`src/core/reset_source_pkg.sv`:
```
package reset_source_pkg;

  // Register map (byte addresses; printed offset is a multiple of four)
  localparam logic [11:0] reset_status_addr = 12'hff0;
  localparam logic [11:0] control_addr = 12'hff4;
  localparam logic [11:0] irq_status_addr = 12'hff8;
  localparam logic [11:0] irq_mask_addr = 12'hffc;

  // Status field positions
  localparam int por_bit = 7;
  localparam int stop_bit = 6;
  localparam int wdt_bit = 5;
  localparam int pin_bit = 4;

  // Control field positions
  localparam int ctl_wdt_sel_bit = 0;
  localparam int ctl_stop_bit = 1;

  // Interrupt status field positions
  localparam int irq_wdt_bit = 0;
  localparam int irq_reset_bit = 1;

  // Reset values
  localparam logic [7:0] status_reset = 8'h80;
  localparam logic [7:0] watchdog_ctl_reset = 8'h00;
  localparam logic [1:0] control_reset = 2'h1;
  localparam logic [1:0] irq_reset = 2'h0;

  // Timing
  localparam int clk_mhz = 40;
  localparam int pin_min_cycles = 4;
  localparam int reset_hold_ns = 400;
  localparam int reset_hold_cycles = (reset_hold_ns * clk_mhz + 999) / 1000;

  localparam logic [1:0] resp_okay = 2'h0;
  localparam logic [1:0] resp_slverr = 2'h2;

  typedef enum logic [2:0] {
    st_idle = 3'b001,
    st_hold = 3'b010,
    st_release = 3'b100
  } seq_state_t;

  typedef struct packed {
    logic [11:0] awaddr;
    logic aw_full;
    logic [31:0] wdata;
    logic [3:0] wstrb;
    logic w_full;
    logic bvalid;
    logic [1:0] bresp;
    logic rvalid;
    logic [31:0] rdata;
    logic [1:0] rresp;
  } bus_state_t;

  typedef struct packed {
    logic [2:0] pin_sync;
    logic pin_low;
    logic [2:0] pin_count;
    seq_state_t seq;
    logic [4:0] hold_count;
    logic sys_reset_n;
    logic pin_drive_oe;
    logic [7:0] status;
    logic [7:0] watchdog_ctl;
    logic [1:0] control;
    logic [1:0] irq_status;
    logic [1:0] irq_mask;
    logic irq;
    bus_state_t bus;
  } ctrl_state_t;

endpackage : reset_source_pkg

```
`src/core/reset_source_controller.sv`:
```
// Behaviour
// - Pin, power-on, brown-out, watchdog (select bit 1) or stop exit (stop mode only) starts a reset
// - Reset pin is an input and is driven low while reset runs
// - Watchdog timeout resets in normal or stop mode when select bit is 1
// - Select bit 0 makes watchdog timeout an interrupt, no reset
// - Watchdog status is set whenever the watchdog caused the reset
// - Pin low for four clocks or more starts the reset sequence
// - In stop mode a filtered pin low resets; short glitches ignored
// - Status register is read-only; a read clears its upper four bits
// - Status reads and watchdog control writes share one address
// - Bit 7 set by power-on; cleared by watchdog, stop recovery or read
// - Bit 6 set by stop recovery; cleared by power-on, non-stop watchdog, read
// - Bits 6 and 5 both set mean watchdog caused the stop recovery
// - Bit 5 set by watchdog; cleared by power-on, pin-change recovery, read
`timescale 1ns/1ps
`default_nettype none
module reset_source_controller (
  input wire logic aclk,
  input wire logic aresetn,
  input wire logic [11:0] s_axi_awaddr,
  input wire logic s_axi_awvalid,
  output logic s_axi_awready,
  input wire logic [31:0] s_axi_wdata,
  input wire logic [3:0] s_axi_wstrb,
  input wire logic s_axi_wvalid,
  output logic s_axi_wready,
  output logic [1:0] s_axi_bresp,
  output logic s_axi_bvalid,
  input wire logic s_axi_bready,
  input wire logic [11:0] s_axi_araddr,
  input wire logic s_axi_arvalid,
  output logic s_axi_arready,
  output logic [31:0] s_axi_rdata,
  output logic [1:0] s_axi_rresp,
  output logic s_axi_rvalid,
  input wire logic s_axi_rready,
  input wire logic reset_pin_in,
  output logic reset_pin_out,
  output logic reset_pin_oe,
  input wire logic power_on_detect,
  input wire logic brown_out_detect,
  input wire logic watchdog_timeout,
  input wire logic stop_exit,
  input wire logic pin_change_wake,
  output logic sys_reset_n,
  output logic [7:0] watchdog_ctl,
  output logic watchdog_ctl_write,
  output logic irq
);

  reset_source_pkg::ctrl_state_t cur;
  reset_source_pkg::ctrl_state_t nxt;
  logic write_strobe;
  logic wctl_pulse;
  logic pin_echo;
  logic next_pin_echo;

  always_comb begin
    logic pin_event;
    logic wdt_reset;
    logic wdt_irq;
    logic stop_wake;
    logic any_reset;
    logic read_status;
    logic [1:0] irq_set;
    logic [1:0] irq_clr;
    pin_event = 1'b0;
    wdt_reset = 1'b0;
    wdt_irq = 1'b0;
    stop_wake = 1'b0;
    any_reset = 1'b0;
    read_status = 1'b0;
    irq_set = 2'h0;
    irq_clr = 2'h0;
    nxt = cur;
    write_strobe = 1'b0;

    // Pin is asynchronous: three stages, a change counts once stages two and three agree
    nxt.pin_sync = {cur.pin_sync[1:0], reset_pin_in};
    if (cur.pin_sync[2] == cur.pin_sync[1]) begin
      nxt.pin_low = ~cur.pin_sync[2];
    end
    // Our own drive is excluded, otherwise the pin would hold itself in reset
    if (cur.pin_low && !(cur.pin_drive_oe || pin_echo)) begin
      if (cur.pin_count != 3'(reset_source_pkg::pin_min_cycles)) begin
        nxt.pin_count = cur.pin_count + 3'h1;
      end
    end else begin
      nxt.pin_count = 3'h0;
    end
    // Count saturates so a long low fires once; glitches never reach it
    pin_event = cur.pin_low && !(cur.pin_drive_oe || pin_echo) &&
      (cur.pin_count == 3'(reset_source_pkg::pin_min_cycles - 1));

    wdt_reset = watchdog_timeout && cur.control[reset_source_pkg::ctl_wdt_sel_bit];
    wdt_irq = watchdog_timeout && !cur.control[reset_source_pkg::ctl_wdt_sel_bit];
    stop_wake = stop_exit && cur.control[reset_source_pkg::ctl_stop_bit];
    any_reset = pin_event || power_on_detect || brown_out_detect || wdt_reset || stop_wake;

    // Reset sequence
    case (cur.seq)
      reset_source_pkg::st_idle: begin
        if (any_reset) begin
          nxt.seq = reset_source_pkg::st_hold;
          nxt.hold_count = 5'h0;
          nxt.sys_reset_n = 1'b0;
          nxt.pin_drive_oe = 1'b1;
        end
      end
      reset_source_pkg::st_hold: begin
        if (cur.hold_count == 5'(reset_source_pkg::reset_hold_cycles - 1)) begin
          nxt.seq = reset_source_pkg::st_release;
          nxt.pin_drive_oe = 1'b0;
        end else begin
          nxt.hold_count = cur.hold_count + 5'h1;
        end
      end
      reset_source_pkg::st_release: begin
        nxt.seq = reset_source_pkg::st_idle;
        nxt.sys_reset_n = 1'b1;
      end
      default: begin
        nxt.seq = reset_source_pkg::st_idle;
      end
    endcase

    // Bus: write address and data in either order, response after both
    if (!cur.bus.aw_full && s_axi_awvalid) begin
      nxt.bus.awaddr = s_axi_awaddr;
      nxt.bus.aw_full = 1'b1;
    end
    if (!cur.bus.w_full && s_axi_wvalid) begin
      nxt.bus.wdata = s_axi_wdata;
      nxt.bus.wstrb = s_axi_wstrb;
      nxt.bus.w_full = 1'b1;
    end
    if (cur.bus.aw_full && cur.bus.w_full && !cur.bus.bvalid) begin
      write_strobe = 1'b1;
      nxt.bus.aw_full = 1'b0;
      nxt.bus.w_full = 1'b0;
      nxt.bus.bvalid = 1'b1;
      nxt.bus.bresp = reset_source_pkg::resp_okay;
      if (cur.bus.awaddr == reset_source_pkg::reset_status_addr) begin
        if (cur.bus.wstrb[0]) nxt.watchdog_ctl = cur.bus.wdata[7:0];
      end else if (cur.bus.awaddr == reset_source_pkg::control_addr) begin
        if (cur.bus.wstrb[0]) nxt.control = cur.bus.wdata[1:0];
      end else if (cur.bus.awaddr == reset_source_pkg::irq_status_addr) begin
        if (cur.bus.wstrb[0]) irq_clr = cur.bus.wdata[1:0];
      end else if (cur.bus.awaddr == reset_source_pkg::irq_mask_addr) begin
        if (cur.bus.wstrb[0]) nxt.irq_mask = cur.bus.wdata[1:0];
      end else begin
        nxt.bus.bresp = reset_source_pkg::resp_slverr;
      end
    end
    if (cur.bus.bvalid && s_axi_bready) begin
      nxt.bus.bvalid = 1'b0;
    end
    if (s_axi_arvalid && !cur.bus.rvalid) begin
      nxt.bus.rvalid = 1'b1;
      nxt.bus.rresp = reset_source_pkg::resp_okay;
      nxt.bus.rdata = 32'h0;
      if (s_axi_araddr == reset_source_pkg::reset_status_addr) begin
        nxt.bus.rdata = {24'h0, cur.status[7:4], 4'h0};
        read_status = 1'b1;
      end else if (s_axi_araddr == reset_source_pkg::control_addr) begin
        nxt.bus.rdata = {30'h0, cur.control};
      end else if (s_axi_araddr == reset_source_pkg::irq_status_addr) begin
        nxt.bus.rdata = {30'h0, cur.irq_status};
      end else if (s_axi_araddr == reset_source_pkg::irq_mask_addr) begin
        nxt.bus.rdata = {30'h0, cur.irq_mask};
      end else begin
        nxt.bus.rresp = reset_source_pkg::resp_slverr;
      end
    end
    if (cur.bus.rvalid && s_axi_rready) begin
      nxt.bus.rvalid = 1'b0;
    end

    // Status: read clears first, so a same-cycle event still lands
    if (read_status) begin
      nxt.status[7:4] = 4'h0;
    end
    if (wdt_reset || stop_wake) begin
      nxt.status[reset_source_pkg::por_bit] = 1'b0;
    end
    if (power_on_detect || (wdt_reset && !cur.control[reset_source_pkg::ctl_stop_bit])) begin
      nxt.status[reset_source_pkg::stop_bit] = 1'b0;
    end
    if (power_on_detect || (stop_wake && pin_change_wake)) begin
      nxt.status[reset_source_pkg::wdt_bit] = 1'b0;
    end
    if (any_reset) begin
      nxt.status[reset_source_pkg::pin_bit] = pin_event;
    end
    if (stop_wake || (wdt_reset && cur.control[reset_source_pkg::ctl_stop_bit])) begin
      nxt.status[reset_source_pkg::stop_bit] = 1'b1;
    end
    if (watchdog_timeout) begin
      nxt.status[reset_source_pkg::wdt_bit] = 1'b1;
    end
    if (power_on_detect) begin
      nxt.status[reset_source_pkg::por_bit] = 1'b1;
    end
    nxt.status[3:0] = 4'h0;
    // Stop mode ends with any reset
    if (any_reset) begin
      nxt.control[reset_source_pkg::ctl_stop_bit] = 1'b0;
    end

    // Interrupts: set wins over write-one-to-clear
    irq_set[reset_source_pkg::irq_wdt_bit] = wdt_irq;
    irq_set[reset_source_pkg::irq_reset_bit] = any_reset;
    nxt.irq_status = (cur.irq_status & ~irq_clr) | irq_set;
    nxt.irq = |(nxt.irq_status & nxt.irq_mask);
  end

  assign wctl_pulse = write_strobe && cur.bus.wstrb[0] &&
    (cur.bus.awaddr == reset_source_pkg::reset_status_addr);

  logic wctl_write_q;

  // Synchroniser still shows our own drive after release; blank until it reads high
  assign next_pin_echo = cur.pin_drive_oe || (pin_echo && (cur.pin_sync != 3'h7));

  always_ff @(posedge aclk) begin
    if (!aresetn) begin
      cur <= '0;
      cur.pin_sync <= 3'h7;
      cur.seq <= reset_source_pkg::st_idle;
      cur.sys_reset_n <= 1'b1;
      cur.status <= reset_source_pkg::status_reset;
      cur.watchdog_ctl <= reset_source_pkg::watchdog_ctl_reset;
      cur.control <= reset_source_pkg::control_reset;
      cur.irq_status <= reset_source_pkg::irq_reset;
      cur.irq_mask <= reset_source_pkg::irq_reset;
      wctl_write_q <= 1'b0;
      pin_echo <= 1'b0;
    end else begin
      cur <= nxt;
      wctl_write_q <= wctl_pulse;
      pin_echo <= next_pin_echo;
    end
  end

  always_comb begin
    s_axi_awready = !cur.bus.aw_full;
    s_axi_wready = !cur.bus.w_full;
    s_axi_arready = !cur.bus.rvalid;
  end

  // Ready lines are decodes of flops; reset_pin_out is tied low; all other outputs are flops directly
  assign s_axi_bvalid = cur.bus.bvalid;
  assign s_axi_bresp = cur.bus.bresp;
  assign s_axi_rvalid = cur.bus.rvalid;
  assign s_axi_rdata = cur.bus.rdata;
  assign s_axi_rresp = cur.bus.rresp;
  assign reset_pin_out = 1'b0;
  assign reset_pin_oe = cur.pin_drive_oe;
  assign sys_reset_n = cur.sys_reset_n;
  assign watchdog_ctl = cur.watchdog_ctl;
  assign watchdog_ctl_write = wctl_write_q;
  assign irq = cur.irq;

endmodule : reset_source_controller
`default_nettype wire

```
`config.mk`:
```
export PLATFORM = sky130hd
export DESIGN_NAME = reset_source_controller
export DESIGN_NICKNAME = d
export VERILOG_FILES = /design/src/core/reset_source_pkg.sv /design/src/core/reset_source_controller.sv
export SDC_FILE = /design/constraint.sdc
export NUM_CORES = 1
export LEC_CHECK = 0
export BUFFER_PORTS_ARGS = -buffer_cell sky130_fd_sc_hd__buf_2
export CAP_MARGIN = 40
export CELL_PAD_IN_SITES_DETAIL_PLACEMENT = 0
export CELL_PAD_IN_SITES_GLOBAL_PLACEMENT = 1
export CORE_ASPECT_RATIO = 1.1
export CORE_MARGIN = 8
export CORE_UTILIZATION = 33
export CTS_BUF_LIST = sky130_fd_sc_hd__clkbuf_8
export CTS_CLUSTER_SIZE = 10
export DETAILED_ROUTE_END_ITERATION = 7
export GPL_TIMING_DRIVEN = 0
export PLACE_DENSITY_LB_ADDON = 0.05
export SYNTH_ARGS = -nofsm -noshare
export SYNTH_HDL_FRONTEND = slang
export SYNTH_SLANG_ARGS = --single-unit
export TNS_END_PERCENT = 1
```
`constraint.sdc`:
```
create_clock -name aclk -period 1.8 [get_ports aclk]
set_input_delay 0.36 -clock aclk [delete_from_list [all_inputs] [get_ports aclk]]
set_output_delay 0.36 -clock aclk [all_outputs]
set_load 0.02 [all_outputs]
```
==> reports/metrics.yaml <==
p_leak_nw: 1.925
hold_viol: 0
ys_seq_elements: 71
required_ps: 2040
fin_skew_ps: 10.10
yosysTopAreaCellShare_pct: 41.84
status: "complete, no violations"
start_util_pct: 33.31
crit_path_start_kind: "register"
hold_path_class: "in -> reg"
rsz0062_at_grt: "yes"
syn_area_per_cell_um2: 8.778
layout.cells.non_filler: 626
cp_cell_sequence: "ha_1, and3_1, ha_2, nor4b_4, nand4_1, xor2_1, nor2_1"
synth_cell_types: 53
synth_ff_type: "dfxtp_1"
clock_latency_ps: 350
seq_area_frac_synth_pct: 41.84
r2r_start: "cur[113]"
diodes: 0
ys_top_cells_by_area: "dfxtp_1, buf_4, nand2_1"
crit_fanout: 4
endpoint_kind: "register"
grtUsageTotal_pct: 12.52
routed_via_density: 4.534
nFillCells: 1075
synthCells: 387
slowest_stage: "dfxtp_2"
maxSlewViolCount: 0
path_buf_inv: 0
grt_max_degree: 13
syn2layout_area_growth_pct: 25.60
p_total_mw: 3.580
crit_path_end: "cur[116]"
die_w_um: 112.7
coreArea_mm2: 0.01020
wirelength_um: 8391
htreeDepth: 3
worst_slew_pin_slew_ps: 577.1
clk_root_buffer_cell: "clkbuf_8"
synth_area_leader_cell: "dfxtp_1"
worstSetupPathType: "reg -> reg"
fmax_ghz: 0.5878
cts_tree: "yes"
vias: 2838
wl_per_cell_um: 13.40
grt-ovfl-total: 0
fin_nets: 576
cts-buffers-inserted: 9
antenna_found_initial: 0
ir_worst_vdd_v: 0.0003000
maxSlewHeadroom_pct: 61.32
cap_violations: 0
r2r_cells: 7
io_pins: 127
drt_first_pass_iters: 4
multi_input_area_mm2: 0.001639
fp.dieH_um: 122.4
drive_gt1_share_pct: 30.62
setup_violations: 0
rows: 39
crit_cells: 7
grt_pass1_vias: 2880
hpwl_um: 6338
final_core_util_pct: 41.84
port_buffers: 69
cts.reportedPaths.clkPinSlew_ps: 80
drc: 0
yosysWarnings: 0
dp_cells: 607
power_density_mw_per_mm2: 839.1
cts.sinks: 71
synth.cell_area_mm2: 0.003397
grt_pass1_wl_um: 13800
critPathTopFamily: "simple AND/OR/NAND/NOR gates"
place_congestion: 0.7289
post-route-period-util_pct: 94.52
critPathLaunch: "cur[113]"
synth_enable_flop_cells: 0
cts_max_path_buffers: 2
critical-path-max-stage-delay_ps: 340
ant_nets: 0
synthArstFlopShare_pct: 0
final.min_clock_period_ps: 1701
die_area_mm2: 0.01380
regToRegSetupSlack_ps: 100
r2r_end: "cur[116]"
worst_ep_arrival_time_ps: 1950
register_area_mm2: 0.001424
drt_iter0_drc: 63
-- cell usage in the layout, fill, tap and decap left out, types with 6 or more instances in the layout --
cell type,count
nand3_1,18
inv_1,12
clkbuf_1,8
a21boi_0,24
dfxtp_1,69
nand4_1,6
buf_4,49
nor2b_1,15
buf_2,75
nand2_1,66
o21ai_0,15
a21oi_1,8
clkbuf_8,11
nor2_1,8
a21boi_1,8
conb_1,29
-- cell usage after synthesis (all sizes together) (2+ instances only) --
cell type / number
dfxtp: 71
nand2: 66
buf: 52
a21boi: 33
nand3: 18
nor2b: 15
o21ai: 15
inv: 12
a21oi: 8
clkbuf: 8
nor2: 8
nand4: 6
ha: 5
nand2b: 5
nor3: 5
nor3b: 5
o21a: 5
a22oi: 4
and3: 4
o31ai: 4
and2b: 3
and4bb: 3
nor4b: 3
o211a: 3
a221oi: 2
and4: 2
nand3b: 2
xor2: 2
-- per-stage QoR --
stage | hold slack (ps) | area [µm²] | setup TNS [ps] | worst slack [ps]
after floorplan | 411.6 | 3502 | 0 | 86.70
after global placement | 426.8 | 4001 | -1122 | -151.3
after detailed placement | 428.4 | 4001 | -1166 | -144.4
after CTS | 170.3 | 4254 | -5.293 | -5.293
after global routing | 187.1 | 4267 | -24.46 | -24.46
final | 189.5 | 4267 | 0 | 98.64
-- what timing repair did --
item,CTS,global route
gates resized for setup,2,4
hold buffers,0,0
buffers inserted,2,1
endpoints found under the setup margin,3,7
hold endpoints to repair,0,0
pin swaps,1,6
-- flip-flops by register name, indices dropped and copies added, names as in the netlist --
| register | count |
|---|---|
| s_axi_rvalid | 1 |
| cur | 48 |
| sys_reset_n | 1 |
| pin_echo | 1 |
| s_axi_bvalid | 1 |
| s_axi_rdata | 6 |
| watchdog_ctl | 8 |
| irq | 1 |
| s_axi_rresp | 1 |
| watchdog_ctl_write | 1 |
| reset_pin_oe | 1 |
| s_axi_bresp | 1 |
-- cells by family (layout without fill, tap and decap cells) --
family | after synthesis | count (layout) | synth area share, %
adder cells (fa/ha/maj) | 5 | 5 | 1.842
XOR/XNOR | 3 | 3 | 0.7736
other | 1 | 29 | 0.1104
AND/OR/NAND/NOR | 153 | 153 | 24.53
flip-flops | 71 | 71 | 41.84
buffers and inverters | 72 | 160 | 13.26
AO/OA/AOI/OAI | 80 | 80 | 17.02
multiplexers | 2 | 2 | 0.6261
-- layer usage --
metal  global-route usage, %  vias to the layer above  part of all wire, %
met5                       0                        -                    0
met4                   5.823                        0                  1.5
met3                   3.346                       10                  6.4
met2                   19.77                       80                   44
li1                        -                     1477                    -
met1                   15.68                     1271                   48
-- final cells by class --
class / count / area share [%]
inverter: 12 / 1.056
clock inverter: 5 / 1.877
tap: 123 / 3.607
multi-input combinational: 272 / 38.42
timing repair buffer: 72 / 8.622
clock buffer: 11 / 3.548
buffer: 60 / 9.501
sequential: 71 / 33.37
-- worst min-delay path by stage --
stage	from	end	slack, ps	cells after the start
after CTS	reset_pin_in	cur[125]	170	2
after global placement	cur[125]	cur[126]	430	1
after global routing	reset_pin_in	cur[125]	190	2
after detailed placement	cur[125]	cur[126]	430	1
after floorplan	cur[125]	cur[126]	410	1
final	reset_pin_in	cur[125]	190	2
-- power breakdown --
| part | leakage [nW] | total, mW | switching (mW) | internal (mW) |
|---|---|---|---|---|
| Combinational | 1.23 | 0.435 | 0.242 | 0.193 |
| Sequential | 0.580 | 1.68 | 0.0512 | 1.63 |
| Clock | 0.112 | 1.46 | 0.609 | 0.854 |
No activity file was read; power rests on OpenSTA's default activity.
